**config.mk**
```make
export PLATFORM = sky130hd
export DESIGN_NAME = stack_and_aux_addressing
export DESIGN_NICKNAME = d
export VERILOG_FILES = /design/src/hw/stack_aux_pkg.sv /design/src/hw/aux_register.sv /design/src/hw/stack_and_aux_addressing.sv
export VERILOG_INCLUDE_DIRS = /design/src /design/src/hw
export SDC_FILE = /design/constraint.sdc
export NUM_CORES = 1
export LEC_CHECK = 0
export BUFFER_PORTS_ARGS = -buffer_cell sky130_fd_sc_hd__buf_2
export CAP_MARGIN = 20
export CORE_AREA = 2 2 107 109
export CTS_CLUSTER_SIZE = 8
export DETAILED_ROUTE_END_ITERATION = 8
export DIE_AREA = 0 0 109 111
export GPL_TIMING_DRIVEN = 0
export PLACE_DENSITY = 0.85
export SLEW_MARGIN = 10
export SYNTH_ARGS = -nofsm -noshare
export SYNTH_HDL_FRONTEND = slang
export SYNTH_SLANG_ARGS = --single-unit
```
**constraint.sdc**
```tcl
create_clock -name clk_sys -period 7.3 [get_ports clk_sys]
set_input_delay 0.365 -clock clk_sys [delete_from_list [all_inputs] [get_ports clk_sys]]
set_output_delay 0.365 -clock clk_sys [all_outputs]
set_load 0.01 [all_outputs]
```
**src/hw/stack_aux_defs.svh**
```systemverilog
// constants for the return stack and auxiliary register unit
// assumes a single core clock and an instruction decoder that issues one-cycle strobes
// Notes on behaviour
// RQ1: calls push program counter plus one
// RQ2: return loads program counter from stack top
// RQ3: table moves hold one stack level
// RQ4: taken interrupt pushes current program counter
// RQ5: pop copies top to accumulator, shifts up
// RQ6: push shifts down, writes accumulator to top
// RQ7: accumulator call branches there, uses level
// RQ8: two auxiliary registers, counter or pointer
// RQ9: pointer selects register supplying indirect address
// RQ10: load pointer immediate sets pointer value
// RQ11: indirect pointer change applies after instruction
// RQ12: selected register is address, optional post-step
// RQ13: step touches low nine bits only
// RQ14: modify instruction only steps selected register
// RQ15: load/store pick register by operand
// RQ16: nonzero branch tests before decrement
// RQ17: return stack holds four levels
`ifndef STACK_AUX_DEFS_SVH
`define STACK_AUX_DEFS_SVH
`define SA_STACK_DEPTH 4
`define SA_PC_WIDTH 12
`define SA_AUX_WIDTH 16
`define SA_AUX_COUNT_BITS 9
`define SA_PC_RESET 12'h000
`define SA_AUX_RESET 16'h0000
`define SA_STEP_ONE 12'h001
`endif

```
**src/hw/stack_aux_pkg.sv**
```systemverilog
// types for the return stack and auxiliary register unit
// assumes nothing beyond the defs header
package stack_aux_pkg;
    // post-access step of an auxiliary register
    typedef enum logic [1:0] {
        STEP_NONE,
        STEP_INC,
        STEP_DEC
    } aux_step_t;
    // program flow operation for this cycle
    typedef enum logic [2:0] {
        FLOW_NONE,
        FLOW_CALL,
        FLOW_CALL_ACC,
        FLOW_RETURN,
        FLOW_INTERRUPT,
        FLOW_POP,
        FLOW_PUSH,
        FLOW_TABLE
    } flow_op_t;
endpackage

```
**src/hw/aux_register.sv**
```systemverilog
// one auxiliary register: load, and nine-bit wrapping step
// assumes load and step are never requested together
`timescale 1ns/1ps
`include "stack_aux_defs.svh"
module aux_register #(
    parameter int WIDTH = `SA_AUX_WIDTH,
    parameter int COUNT_BITS = `SA_AUX_COUNT_BITS
) (
    // clock and reset
    input wire logic clk_sys,
    input wire logic sys_rst,
    // control
    input wire logic load,
    input wire logic [WIDTH-1:0] loadValue,
    input wire stack_aux_pkg::aux_step_t step,
    // contents
    output logic [WIDTH-1:0] value
);
    // low field counts; upper bits ride along untouched
    logic [COUNT_BITS-1:0] countField;
    logic [COUNT_BITS-1:0] nextCount;
    logic [WIDTH-1:0] next_value;

    assign countField = value[COUNT_BITS-1:0];
    // wrap inside the counter field only, so a pointer never carries upward
    assign nextCount = (step == stack_aux_pkg::STEP_INC) ? countField + 1'b1 :
                       (step == stack_aux_pkg::STEP_DEC) ? countField - 1'b1 :
                       countField; // [RQ13]
    assign next_value = load ? loadValue : {value[WIDTH-1:COUNT_BITS], nextCount};

    // register update
    always_ff @(posedge clk_sys) begin
        if (sys_rst) begin
            value <= `SA_AUX_RESET;
        end else begin
            value <= next_value;
        end
    end
endmodule // aux_register

```
**src/hw/stack_and_aux_addressing.sv**
```systemverilog
// return stack and auxiliary register address unit
// assumes the decoder gives one-cycle strobes on the core clock; all inputs are same-domain
// assumes software budgets stack levels; nothing here guards against overflow
`timescale 1ns/1ps
`include "stack_aux_defs.svh"
module stack_and_aux_addressing #(
    parameter int DEPTH = `SA_STACK_DEPTH,
    parameter int PC_WIDTH = `SA_PC_WIDTH,
    parameter int AUX_WIDTH = `SA_AUX_WIDTH
) (
    // clock and reset
    input wire logic clk_sys,
    input wire logic sys_rst,
    // program flow request
    input wire stack_aux_pkg::flow_op_t flowOp,
    input wire logic tableDone,
    input wire logic [PC_WIDTH-1:0] programCounter,
    input wire logic [PC_WIDTH-1:0] callTarget,
    input wire logic [PC_WIDTH-1:0] accumulatorIn,
    // program flow answer
    output logic pcLoad,
    output logic [PC_WIDTH-1:0] pcValue,
    output logic accLoad,
    output logic [PC_WIDTH-1:0] accValue,
    output logic [PC_WIDTH-1:0] topOfStackEntry,
    output logic [2:0] stackUsed,
    // auxiliary register control
    input wire logic indirectAccess,
    input wire stack_aux_pkg::aux_step_t indirectStep,
    input wire logic pointerChange,
    input wire logic pointerNew,
    input wire logic loadPointerImmediate,
    input wire logic pointerImmediate,
    input wire logic modifyAuxReg,
    input wire logic loadAuxImmediate,
    input wire logic loadAuxFromMemory,
    input wire logic storeAuxToMemory,
    input wire logic auxSelect,
    input wire logic [AUX_WIDTH-1:0] auxLoadValue,
    input wire logic branchIfAuxNonzero,
    // auxiliary register answers
    output logic [AUX_WIDTH-1:0] dataAddress,
    output logic [AUX_WIDTH-1:0] auxStoreValue,
    output logic auxBranchTaken,
    output logic auxRegPointer
);
    // ---------------------------------------------------------------
    // return stack
    // ---------------------------------------------------------------
    // entry 0 is the top; a push shifts every level down by one
    // no read pointer: every level moves, which keeps the top a plain register
    logic [PC_WIDTH-1:0] stackMem [DEPTH];
    logic [2:0] next_stackUsed;
    logic doPush;
    logic doPop;
    logic tableHeld; // a table move is holding its level
    logic [PC_WIDTH-1:0] pushValue;

    // overflow past the bottom simply drops the oldest entry, as a
    // hardware stack with no guard would; software must budget levels
    assign doPush = (flowOp == stack_aux_pkg::FLOW_CALL) ||
                    (flowOp == stack_aux_pkg::FLOW_CALL_ACC) ||
                    (flowOp == stack_aux_pkg::FLOW_INTERRUPT) ||
                    (flowOp == stack_aux_pkg::FLOW_PUSH) ||
                    (flowOp == stack_aux_pkg::FLOW_TABLE && !tableHeld); // [RQ3] [RQ17]
    // a finishing table move gives back the level that it took
    assign doPop = (flowOp == stack_aux_pkg::FLOW_RETURN) ||
                   (flowOp == stack_aux_pkg::FLOW_POP) ||
                   (tableHeld && tableDone); // [RQ3]
    // value pushed depends on who occupies the level
    assign pushValue = (flowOp == stack_aux_pkg::FLOW_PUSH) ? accumulatorIn : // [RQ6]
                       (flowOp == stack_aux_pkg::FLOW_INTERRUPT) ? programCounter : // [RQ4]
                       (flowOp == stack_aux_pkg::FLOW_TABLE) ? programCounter + `SA_STEP_ONE :
                       programCounter + `SA_STEP_ONE; // [RQ1]
    // a push and a table release in one cycle: the push wins and the release is lost, except at
    // full depth, where the fill count drops by one; the decoder must never issue both at once
    // fill count saturates at the depth
    assign next_stackUsed = (doPush && stackUsed != 3'(DEPTH)) ? stackUsed + 3'd1 :
                            (doPop && stackUsed != 3'd0) ? stackUsed - 3'd1 :
                            stackUsed;

    // stack shift: push moves down then writes top, pop moves up
    always_ff @(posedge clk_sys) begin
        if (sys_rst) begin
            // reset clears every level
            for (int i = 0; i < DEPTH; i++) begin
                stackMem[i] <= `SA_PC_RESET;
            end
        end else if (doPush) begin
            // push: older levels slide down, newest lands on top
            for (int i = DEPTH - 1; i > 0; i--) begin
                stackMem[i] <= stackMem[i-1];
            end
            stackMem[0] <= pushValue; // [RQ6] [RQ1]
        end else if (doPop) begin
            // pop: levels slide up; the bottom keeps a stale copy
            for (int i = 0; i < DEPTH - 1; i++) begin
                stackMem[i] <= stackMem[i+1]; // [RQ5]
            end
        end
    end

    // fill level and table-hold flag
    always_ff @(posedge clk_sys) begin
        if (sys_rst) begin
            // empty stack, no table move pending
            stackUsed <= 3'd0;
            tableHeld <= 1'b0;
        end else begin
            stackUsed <= next_stackUsed;
            // a held table move releases its level when it finishes
            if (flowOp == stack_aux_pkg::FLOW_TABLE && !tableHeld) begin
                tableHeld <= 1'b1; // [RQ3]
            end else if (tableDone) begin
                tableHeld <= 1'b0;
            end
        end
    end

    assign topOfStackEntry = stackMem[0];

    // ---------------------------------------------------------------
    // program counter and accumulator answers
    // ---------------------------------------------------------------
    // pcLoad and accLoad are one-cycle pulses; accValue stays until the next pop, so the
    // core may sample it late, but pcValue takes callTarget on every cycle without a return or accumulator call
    // next values of the registered answers
    logic next_pcLoad;
    logic [PC_WIDTH-1:0] next_pcValue;
    logic next_accLoad;

    // target selection for the program counter
    assign next_pcLoad = (flowOp == stack_aux_pkg::FLOW_CALL) ||
                         (flowOp == stack_aux_pkg::FLOW_CALL_ACC) ||
                         (flowOp == stack_aux_pkg::FLOW_RETURN) ||
                         auxBranchTaken;
    assign next_pcValue = (flowOp == stack_aux_pkg::FLOW_RETURN) ? stackMem[0] : // [RQ2]
                          (flowOp == stack_aux_pkg::FLOW_CALL_ACC) ? accumulatorIn : // [RQ7]
                          callTarget;
    assign next_accLoad = (flowOp == stack_aux_pkg::FLOW_POP);

    // registered answers, one cycle after the request
    always_ff @(posedge clk_sys) begin
        if (sys_rst) begin
            // no load pending, values at the reset address
            pcLoad <= 1'b0;
            pcValue <= `SA_PC_RESET;
            accLoad <= 1'b0;
            accValue <= `SA_PC_RESET;
        end else begin
            pcLoad <= next_pcLoad;
            pcValue <= next_pcValue;
            accLoad <= next_accLoad;
            // popped value is caught from the top before it shifts away
            if (next_accLoad) begin
                accValue <= stackMem[0]; // [RQ5]
            end
        end
    end

    // ---------------------------------------------------------------
    // auxiliary registers
    // ---------------------------------------------------------------
    // both registers reset to zero and count in the low field only
    logic [AUX_WIDTH-1:0] auxValue [2];
    logic selectedNonzero;
    logic next_auxRegPointer;

    // pointer picks the register for indirect use
    assign dataAddress = auxValue[auxRegPointer]; // [RQ9] [RQ12]
    // explicit-operand store ignores the pointer
    // the store strobe only tells the core to write; the value always shows
    assign auxStoreValue = auxValue[auxSelect]; // [RQ15]
    // zero test happens on the value before the decrement
    assign selectedNonzero = (auxValue[auxRegPointer] != '0);
    assign auxBranchTaken = branchIfAuxNonzero && selectedNonzero; // [RQ16]
    // the counted decrement below runs whether or not the branch is taken

    // two instances of the register cell
    // a load and a step on one cell in one cycle: the load wins
    for (genvar g = 0; g < 2; g++) begin : gen_aux
        logic loadHere;
        stack_aux_pkg::aux_step_t stepHere;
        logic selHere;
        assign selHere = (auxRegPointer == 1'(g));
        // loads by operand, never by pointer
        assign loadHere = (loadAuxImmediate || loadAuxFromMemory) && (auxSelect == 1'(g)); // [RQ15]
        // step source: indirect post-step, modify, or counted branch
        assign stepHere = !selHere ? stack_aux_pkg::STEP_NONE :
                          branchIfAuxNonzero ? stack_aux_pkg::STEP_DEC : // [RQ16]
                          (modifyAuxReg || indirectAccess) ? indirectStep : // [RQ14] [RQ12]
                          stack_aux_pkg::STEP_NONE;
        aux_register #(
            .WIDTH(AUX_WIDTH),
            .COUNT_BITS(`SA_AUX_COUNT_BITS)
        ) u_aux (
            .clk_sys(clk_sys),
            .sys_rst(sys_rst),
            .load(loadHere),
            .loadValue(auxLoadValue),
            .step(stepHere),
            .value(auxValue[g]) // [RQ8]
        );
    end

    // ---------------------------------------------------------------
    // auxiliary register pointer
    // ---------------------------------------------------------------
    // new pointer lands at the edge ending the instruction, so the
    // current access still reads through the old selection
    assign next_auxRegPointer = loadPointerImmediate ? pointerImmediate : // [RQ10]
                                (indirectAccess && pointerChange) ? pointerNew : // [RQ11]
                                auxRegPointer;

    // pointer register
    always_ff @(posedge clk_sys) begin
        if (sys_rst) begin
            // reset selects register zero
            auxRegPointer <= 1'b0;
        end else begin
            // holds unless a load or an indirect change asks otherwise
            auxRegPointer <= next_auxRegPointer;
        end
    end
endmodule // stack_and_aux_addressing

```
-- Word-level counts from Yosys, hierarchy flattened
Memory sizes are Yosys's and may differ from the RTL's.
Cells that the tools add are included.
- bits in registers: 63
- latch bits: 0
- RAM bits: 48
- ROM bits: 0
- output and inout port bits: 75
- word-level logic and storage cells: 111
- memories: 1
- add/subtract/negate cells: 7
- multiply operators: 0
- div/mod/pow operators: 0
- magnitude comparators: 2
- equal/unequal tests: 12
- shift operators: 0
- muxes and demuxes: 42
- bitwise operators: 10
- reductions and logical operators: 26
- memories (memory ; depth ; bits a word ; read ports ; clocked after Yosys merged registers in ; write ports ; RTL line ; source):
    stackMem ; 4 ; 12 ; 4 ; 0 ; 4 ; stack_and_aux_addressing.sv:52 ; logic [PC_WIDTH-1:0] stackMem [DEPTH];
- operators with widths (kind ; count):
    $mux W12 ; 11
    $mux W16 ; 6
    $mux W9 ; 6
    $add A9 B1 Y9 const B ; 2
    $sub A9 B1 Y9 const B ; 2
    $reduce_bool A16 Y1 ; 1
    $mux W1 ; 13
    $add A12 B1 Y12 const B ; 1
    $eq A3 B3 Y1 const B ; 4
    $logic_or A1 B1 Y1 ; 10
    $reduce_bool A3 Y1 ; 3
    $logic_and A1 B1 Y1 ; 8
    $mux W2 ; 4
    $or A1 B1 Y1 ; 7
    $eq A3 B2 Y1 const B ; 2
    $mux W3 ; 2
    $reduce_bool A2 Y1 ; 3
    $eq A2 B1 Y1 const B ; 2
    $eq A2 B2 Y1 const B ; 2
    $ge A2 B2 Y1 const B ; 2
    $not A1 Y2 ; 2
    $add A3 B1 Y3 const B ; 1
    $eq A3 B1 Y1 const B ; 1
    $ne A3 B3 Y1 const B ; 1
    3 further kinds ; 3

-- Depth between registers and ports, before layout
- word-level depth: 10
- depth in mapped cells: 9
- gate-level depth less buffers: 9

-- By module
Synthesis repeated with hierarchy kept, for this count alone.
- cells, all modules: 651
- area, all modules: 6497.5 um2
- by module, submodules not included (module ; instances ; cells an instance ; area an instance (um2) ; seq. area each (um2)):
    stack_and_aux_addressing ; 1 ; 421 ; 4415.5 ; 2062.0
    aux_register (gen_aux[1].u_aux) ; 1 ; 115 ; 1049.8 ; 320.3
    aux_register (gen_aux[0].u_aux) ; 1 ; 115 ; 1032.2 ; 320.3

-- Worst setup path before layout
No wires, ideal clock.
- path type: flip-flop to flip-flop
- start: register auxRegPointer
- end: register gen_aux[0].u_aux.value[8]
- setup time: 0.091 ns
- arrival: 2.628 ns
- data required time: 7.209 ns
- path slack: 4.581 ns
- stages on the path, launching flop included: 10
- buffers on the path: 1
- period minus slack after synthesis: 2.719 ns
- path through: dfxtp_1 > buf_4 > nor4_1 > inv_1 > fa_1 > a211oi_2 > o211ai_1 > a211o_1 > a21o_1 > a311oi_1
- longest elaborated chain between the ends: 4
- elaborated cells on any way between the ends: 6
- classes of those cells: eq/ne: 2; mux: 3; reduce/logical: 1
- ends and longest elaborated chain (item ; RTL line ; source):
    start, declared ; stack_and_aux_addressing.sv:45 ; output logic auxRegPointer
    start signal, assigned ; stack_and_aux_addressing.sv:222 ; auxRegPointer <= next_auxRegPointer;
    $mux W2 (*) ; stack_and_aux_addressing.sv:189 ; assign stepHere = !selHere ? stack_aux_pkg::STEP_NONE :
    $eq A2 B1 Y1 ; aux_register.sv:26 ; assign nextCount = (step == stack_aux_pkg::STEP_INC) ? countField + 1'b1 :
    $mux W9 ; aux_register.sv:26 ;
    $mux W9 ; aux_register.sv:29 ; assign next_value = load ? loadValue : {value[WIDTH-1:COUNT_BITS], nextCount};
    end signal, assigned ; aux_register.sv:34 ; value <= `SA_AUX_RESET;
    end signal, assigned ; aux_register.sv:36 ; value <= next_value;
    end, declared ; aux_register.sv:17 ; output logic [WIDTH-1:0] value
Every way passes the cells marked *; elsewhere a longest branch is shown, timed or not.
A chain may end at the register's enable or synchronous reset.

-- Worst setup path after layout
Same ends and word-level chain as after synthesis.

==> impl_metrics.tcl <==
set metrics [dict create \
    outcome "completed" \
    cp_data_required_time_ns 7.55 \
    grt_first_pass_wirelength_mm 29.7 \
    finish.net_count 891 \
    holdPathEnd "auxRegPointer" \
    clk-insertion-delay-late_ns 0.35 \
    period_needed_ns 3.09 \
    crit_path_top_delay_cell "sky130_fd_sc_hd__nor4_1" \
    route.antenna.remaining_nets 0 \
    tritoncts "done" \
    synth.avg_cell_area_sq_um 9.72 \
    hold_start "pointerImmediate" \
    synth.cell_area_sq_um 6300 \
    setup_viol 0 \
    critical_path.max_stage_delay_ns 0.49 \
    finalWeightedCongestion 0.966 \
    finalMaxSlewViolations 0 \
    worst-endpoint-arrival_ns 3.34 \
    drt_pass1_iterations 5 \
    via_count_of_the_first_global_routing_pass 5719 \
    die_width_um 109 \
    timing.rr.end "gen_aux[0].u_aux.value[8]" \
    netlist_top_cells_count "81 x sky130_fd_sc_hd__nand2_1, 63 x sky130_fd_sc_hd__dfxtp_1, 49 x sky130_fd_sc_hd__a21oi_1" \
    worst_ir_drop_vdd_mv 0.158 \
    yosys.area.top_type "sky130_fd_sc_hd__edfxtp_1" \
    crit_family "compound AO/OA/AOI/OAI gates" \
    path_max_fanout 10 \
    critical_path_buf_inv_count 2 \
    critical_path.cell_chain "buf_4, nor4_1, inv_1, fa_1, a211oi_2, o211ai_1, a211o_1, a21o_1, a311oi_1" \
    most_instantiated_library_cell_after_synthesis "sky130_fd_sc_hd__nand2_1" \
    worst_slew_pin_slew_ns 0.692 \
    finalNonFillerCells 951 \
    dp.final_hpwl_mm 14.3 \
    asyncSetResetFlopFracSynth_pct 0 \
    synth-main-ff-cell "sky130_fd_sc_hd__dfxtp_1" \
    num_vias 5911 \
    fp-row-count 39 \
    synth_top_cells_by_area "sky130_fd_sc_hd__edfxtp_1 23%, sky130_fd_sc_hd__dfxtp_1 20%, sky130_fd_sc_hd__mux2_2 6.1%" \
    floorplan.die.height_um 111 \
    io_pins 146 \
    post-cts-setup-buffer-count 0 \
    grt_max_degree 20 \
    number_of_flops_mapped_to_enable_cells_by_yosys 48 \
    core-area_sq_um 11100 \
    max_slew_margin_vs_limit_pct 53.9 \
    grt_setup_unrepaired "false" \
    min_path_cells 3 \
    critPathCaptureType "flop" \
    place.port_buffers 142 \
    cts_resized 0 \
    placed_cells_incl_taps 934 \
    cts_h_tree_depth 3 \
    final.fill_count 841 \
    power_leakage_nw 3.28 \
    cts.sinks 111 \
    die_area_sq_um 12100 \
    totalWireLength_mm 19.0 \
    fin_worst_skew_ns 0.00839 \
    cts_root_buf "sky130_fd_sc_hd__clkbuf_16" \
    min-delay-path-class "primary input to flop" \
    drc 0 \
    ctsLongestPathBuffers 2 \
    number_of_buffers_inserted_by_hold_repair_at_cts 0 \
    cts_inserted_buffers 9 \
    setup_total_negative_slack_ns 0 \
    min_period_over_period_pct 42.3 \
    floorplan.initialDensity_pct 56.9 \
    cts.reportedPaths.clkPinSlew_ns 0.08 \
    yosysUniqueCellTypes 64 \
    critPathLaunchType "flop" \
    timing_worst_setup_path_type "flop to flop" \
    seq_area_frac_synth_pct 42.9 \
    syn_inst 648 \
    power.density_nw_per_um2 224 \
    synth-seq-cells 111 \
    fmax_mhz 324 \
    cp.depth 9 \
    timing.final.hold_violations 0 \
    drv.max_cap_violation_count 0 \
    r2r_cells 9 \
    initialDrtViolationCount 593 \
    slack_of_the_worst_reg_to_reg_path_ns 4.21 \
    grt-ovfl-total 0 \
    drive_gt1_share_pct 29.4 \
    routed_wire_length_per_instance_um 20.0 \
    area_share_of_the_leading_cell_type_in_the_synthesized_netlist_pct 22.9 \
    reg2reg_start "auxRegPointer" \
    synth.net_count 737 \
    grt.total_usage_pct 31.7 \
    antenna_found_initial 1 \
    syn2layout_area_growth_pct 19.2 \
    routed_via_density 6.22 \
    synth-warning-count 0 \
]
## state kept, by name, summed over array words and instances (netlist names)
signal               flops
auxRegPointer            1
stackUsed                3
tableHeld                1
pcLoad                   1
stackMem                48
accLoad                  1
accValue                12
pcValue                 12
gen_aux.u_aux.value     32
## report_power, final
part	leakage [nW]	internal (mW)	total [mW]	switching, mW
Combinational	2.06	0.191	0.419	0.228
Sequential	1.07	0.713	0.777	0.0637
Clock	0.146	0.247	0.484	0.237
## area by class of cell
class | instances | area (sq um) | area share, %
diodes | 1 | 2.50 | 0.0333
plain buffers | 52 | 297 | 3.95
clock buffers | 10 | 239 | 3.18
clock inverters | 6 | 48.8 | 0.650
inverters | 8 | 30.0 | 0.400
multi-input cells | 477 | 3270 | 43.5
flip-flops and latches | 111 | 2700 | 36.0
well taps | 143 | 179 | 2.38
repair buffers | 143 | 738 | 9.84
## stage by stage
stage | util [%] | hold slack (ns) | area [sq um] | power [mW] | setup WS, ns
4_1_cts | 67.7 | 0.246 | 7500 | 1.67 | 4.23
2_1_floorplan | - | 0.455 | 6300 | 1.05 | 4.58
3_3_place_gp | 64.9 | 0.443 | 7190 | 1.18 | 4.29
5_1_grt | 67.8 | 0.254 | 7500 | 1.74 | 3.95
6_report | 67.8 | 0.252 | 7500 | 1.68 | 4.21
3_5_place_dp | 65.1 | 0.453 | 7210 | 1.20 | 4.24
## worst max path at each step
stage | startpoint | end
finish | auxRegPointer | gen_aux[0].u_aux.value[8]
global route | auxRegPointer | gen_aux[0].u_aux.value[8]
CTS | auxRegPointer | gen_aux[0].u_aux.value[8]
detailed placement | branchIfAuxNonzero | gen_aux[0].u_aux.value[8]
global placement | branchIfAuxNonzero | gen_aux[0].u_aux.value[8]
floorplan | auxRegPointer | gen_aux[0].u_aux.value[8]
## per-layer routing
metal,up-vias,GRT usage [%],wire (um)
li1,2704,-,-
met1,2835,40.2,7560
met2,327,51.3,9280
met3,45,6.47,1630
met4,0,15.0,564
met5,-,0,0
## worst min-delay path: stages
cell,delay [ns]
sky130_fd_sc_hd__buf_2,0.08
sky130_fd_sc_hd__a21oi_1,0.05
sky130_fd_sc_hd__nor2_1,0.07
## kinds of logic (layout without fill, tap and decap cells)
kind of cell	after synthesis	count (layout)	synth area share, %
and+or+nand+nor	217	217	16.8
AOI/OAI and AO/OA	168	168	19.1
DFF	111	111	42.9
buffers and inverters	60	219	5.19
muxes	55	55	9.42
xor gates and xnor gates	19	19	2.64
adders and majority gates	18	18	3.93
other	0	1	0
## cell usage in the layout, fill, tap and decap left out, types with 9 or more instances in the layout
cell type and instances:
sky130_fd_sc_hd__a211oi_1 26, sky130_fd_sc_hd__a21o_1 10, sky130_fd_sc_hd__a21oi_1 49, sky130_fd_sc_hd__a22o_1 35
sky130_fd_sc_hd__and2_1 15, sky130_fd_sc_hd__buf_2 151, sky130_fd_sc_hd__buf_4 18, sky130_fd_sc_hd__clkbuf_1 20
sky130_fd_sc_hd__clkbuf_16 9, sky130_fd_sc_hd__dfxtp_1 63, sky130_fd_sc_hd__edfxtp_1 48, sky130_fd_sc_hd__ha_1 15
sky130_fd_sc_hd__mux2_2 34, sky130_fd_sc_hd__mux2i_1 21, sky130_fd_sc_hd__nand2_1 81, sky130_fd_sc_hd__nor2_1 48
sky130_fd_sc_hd__nor4_1 12, sky130_fd_sc_hd__o21ai_0 12, sky130_fd_sc_hd__xnor2_1 9, sky130_fd_sc_hd__xor2_1 10
Power figures use the tool's default switching activity.
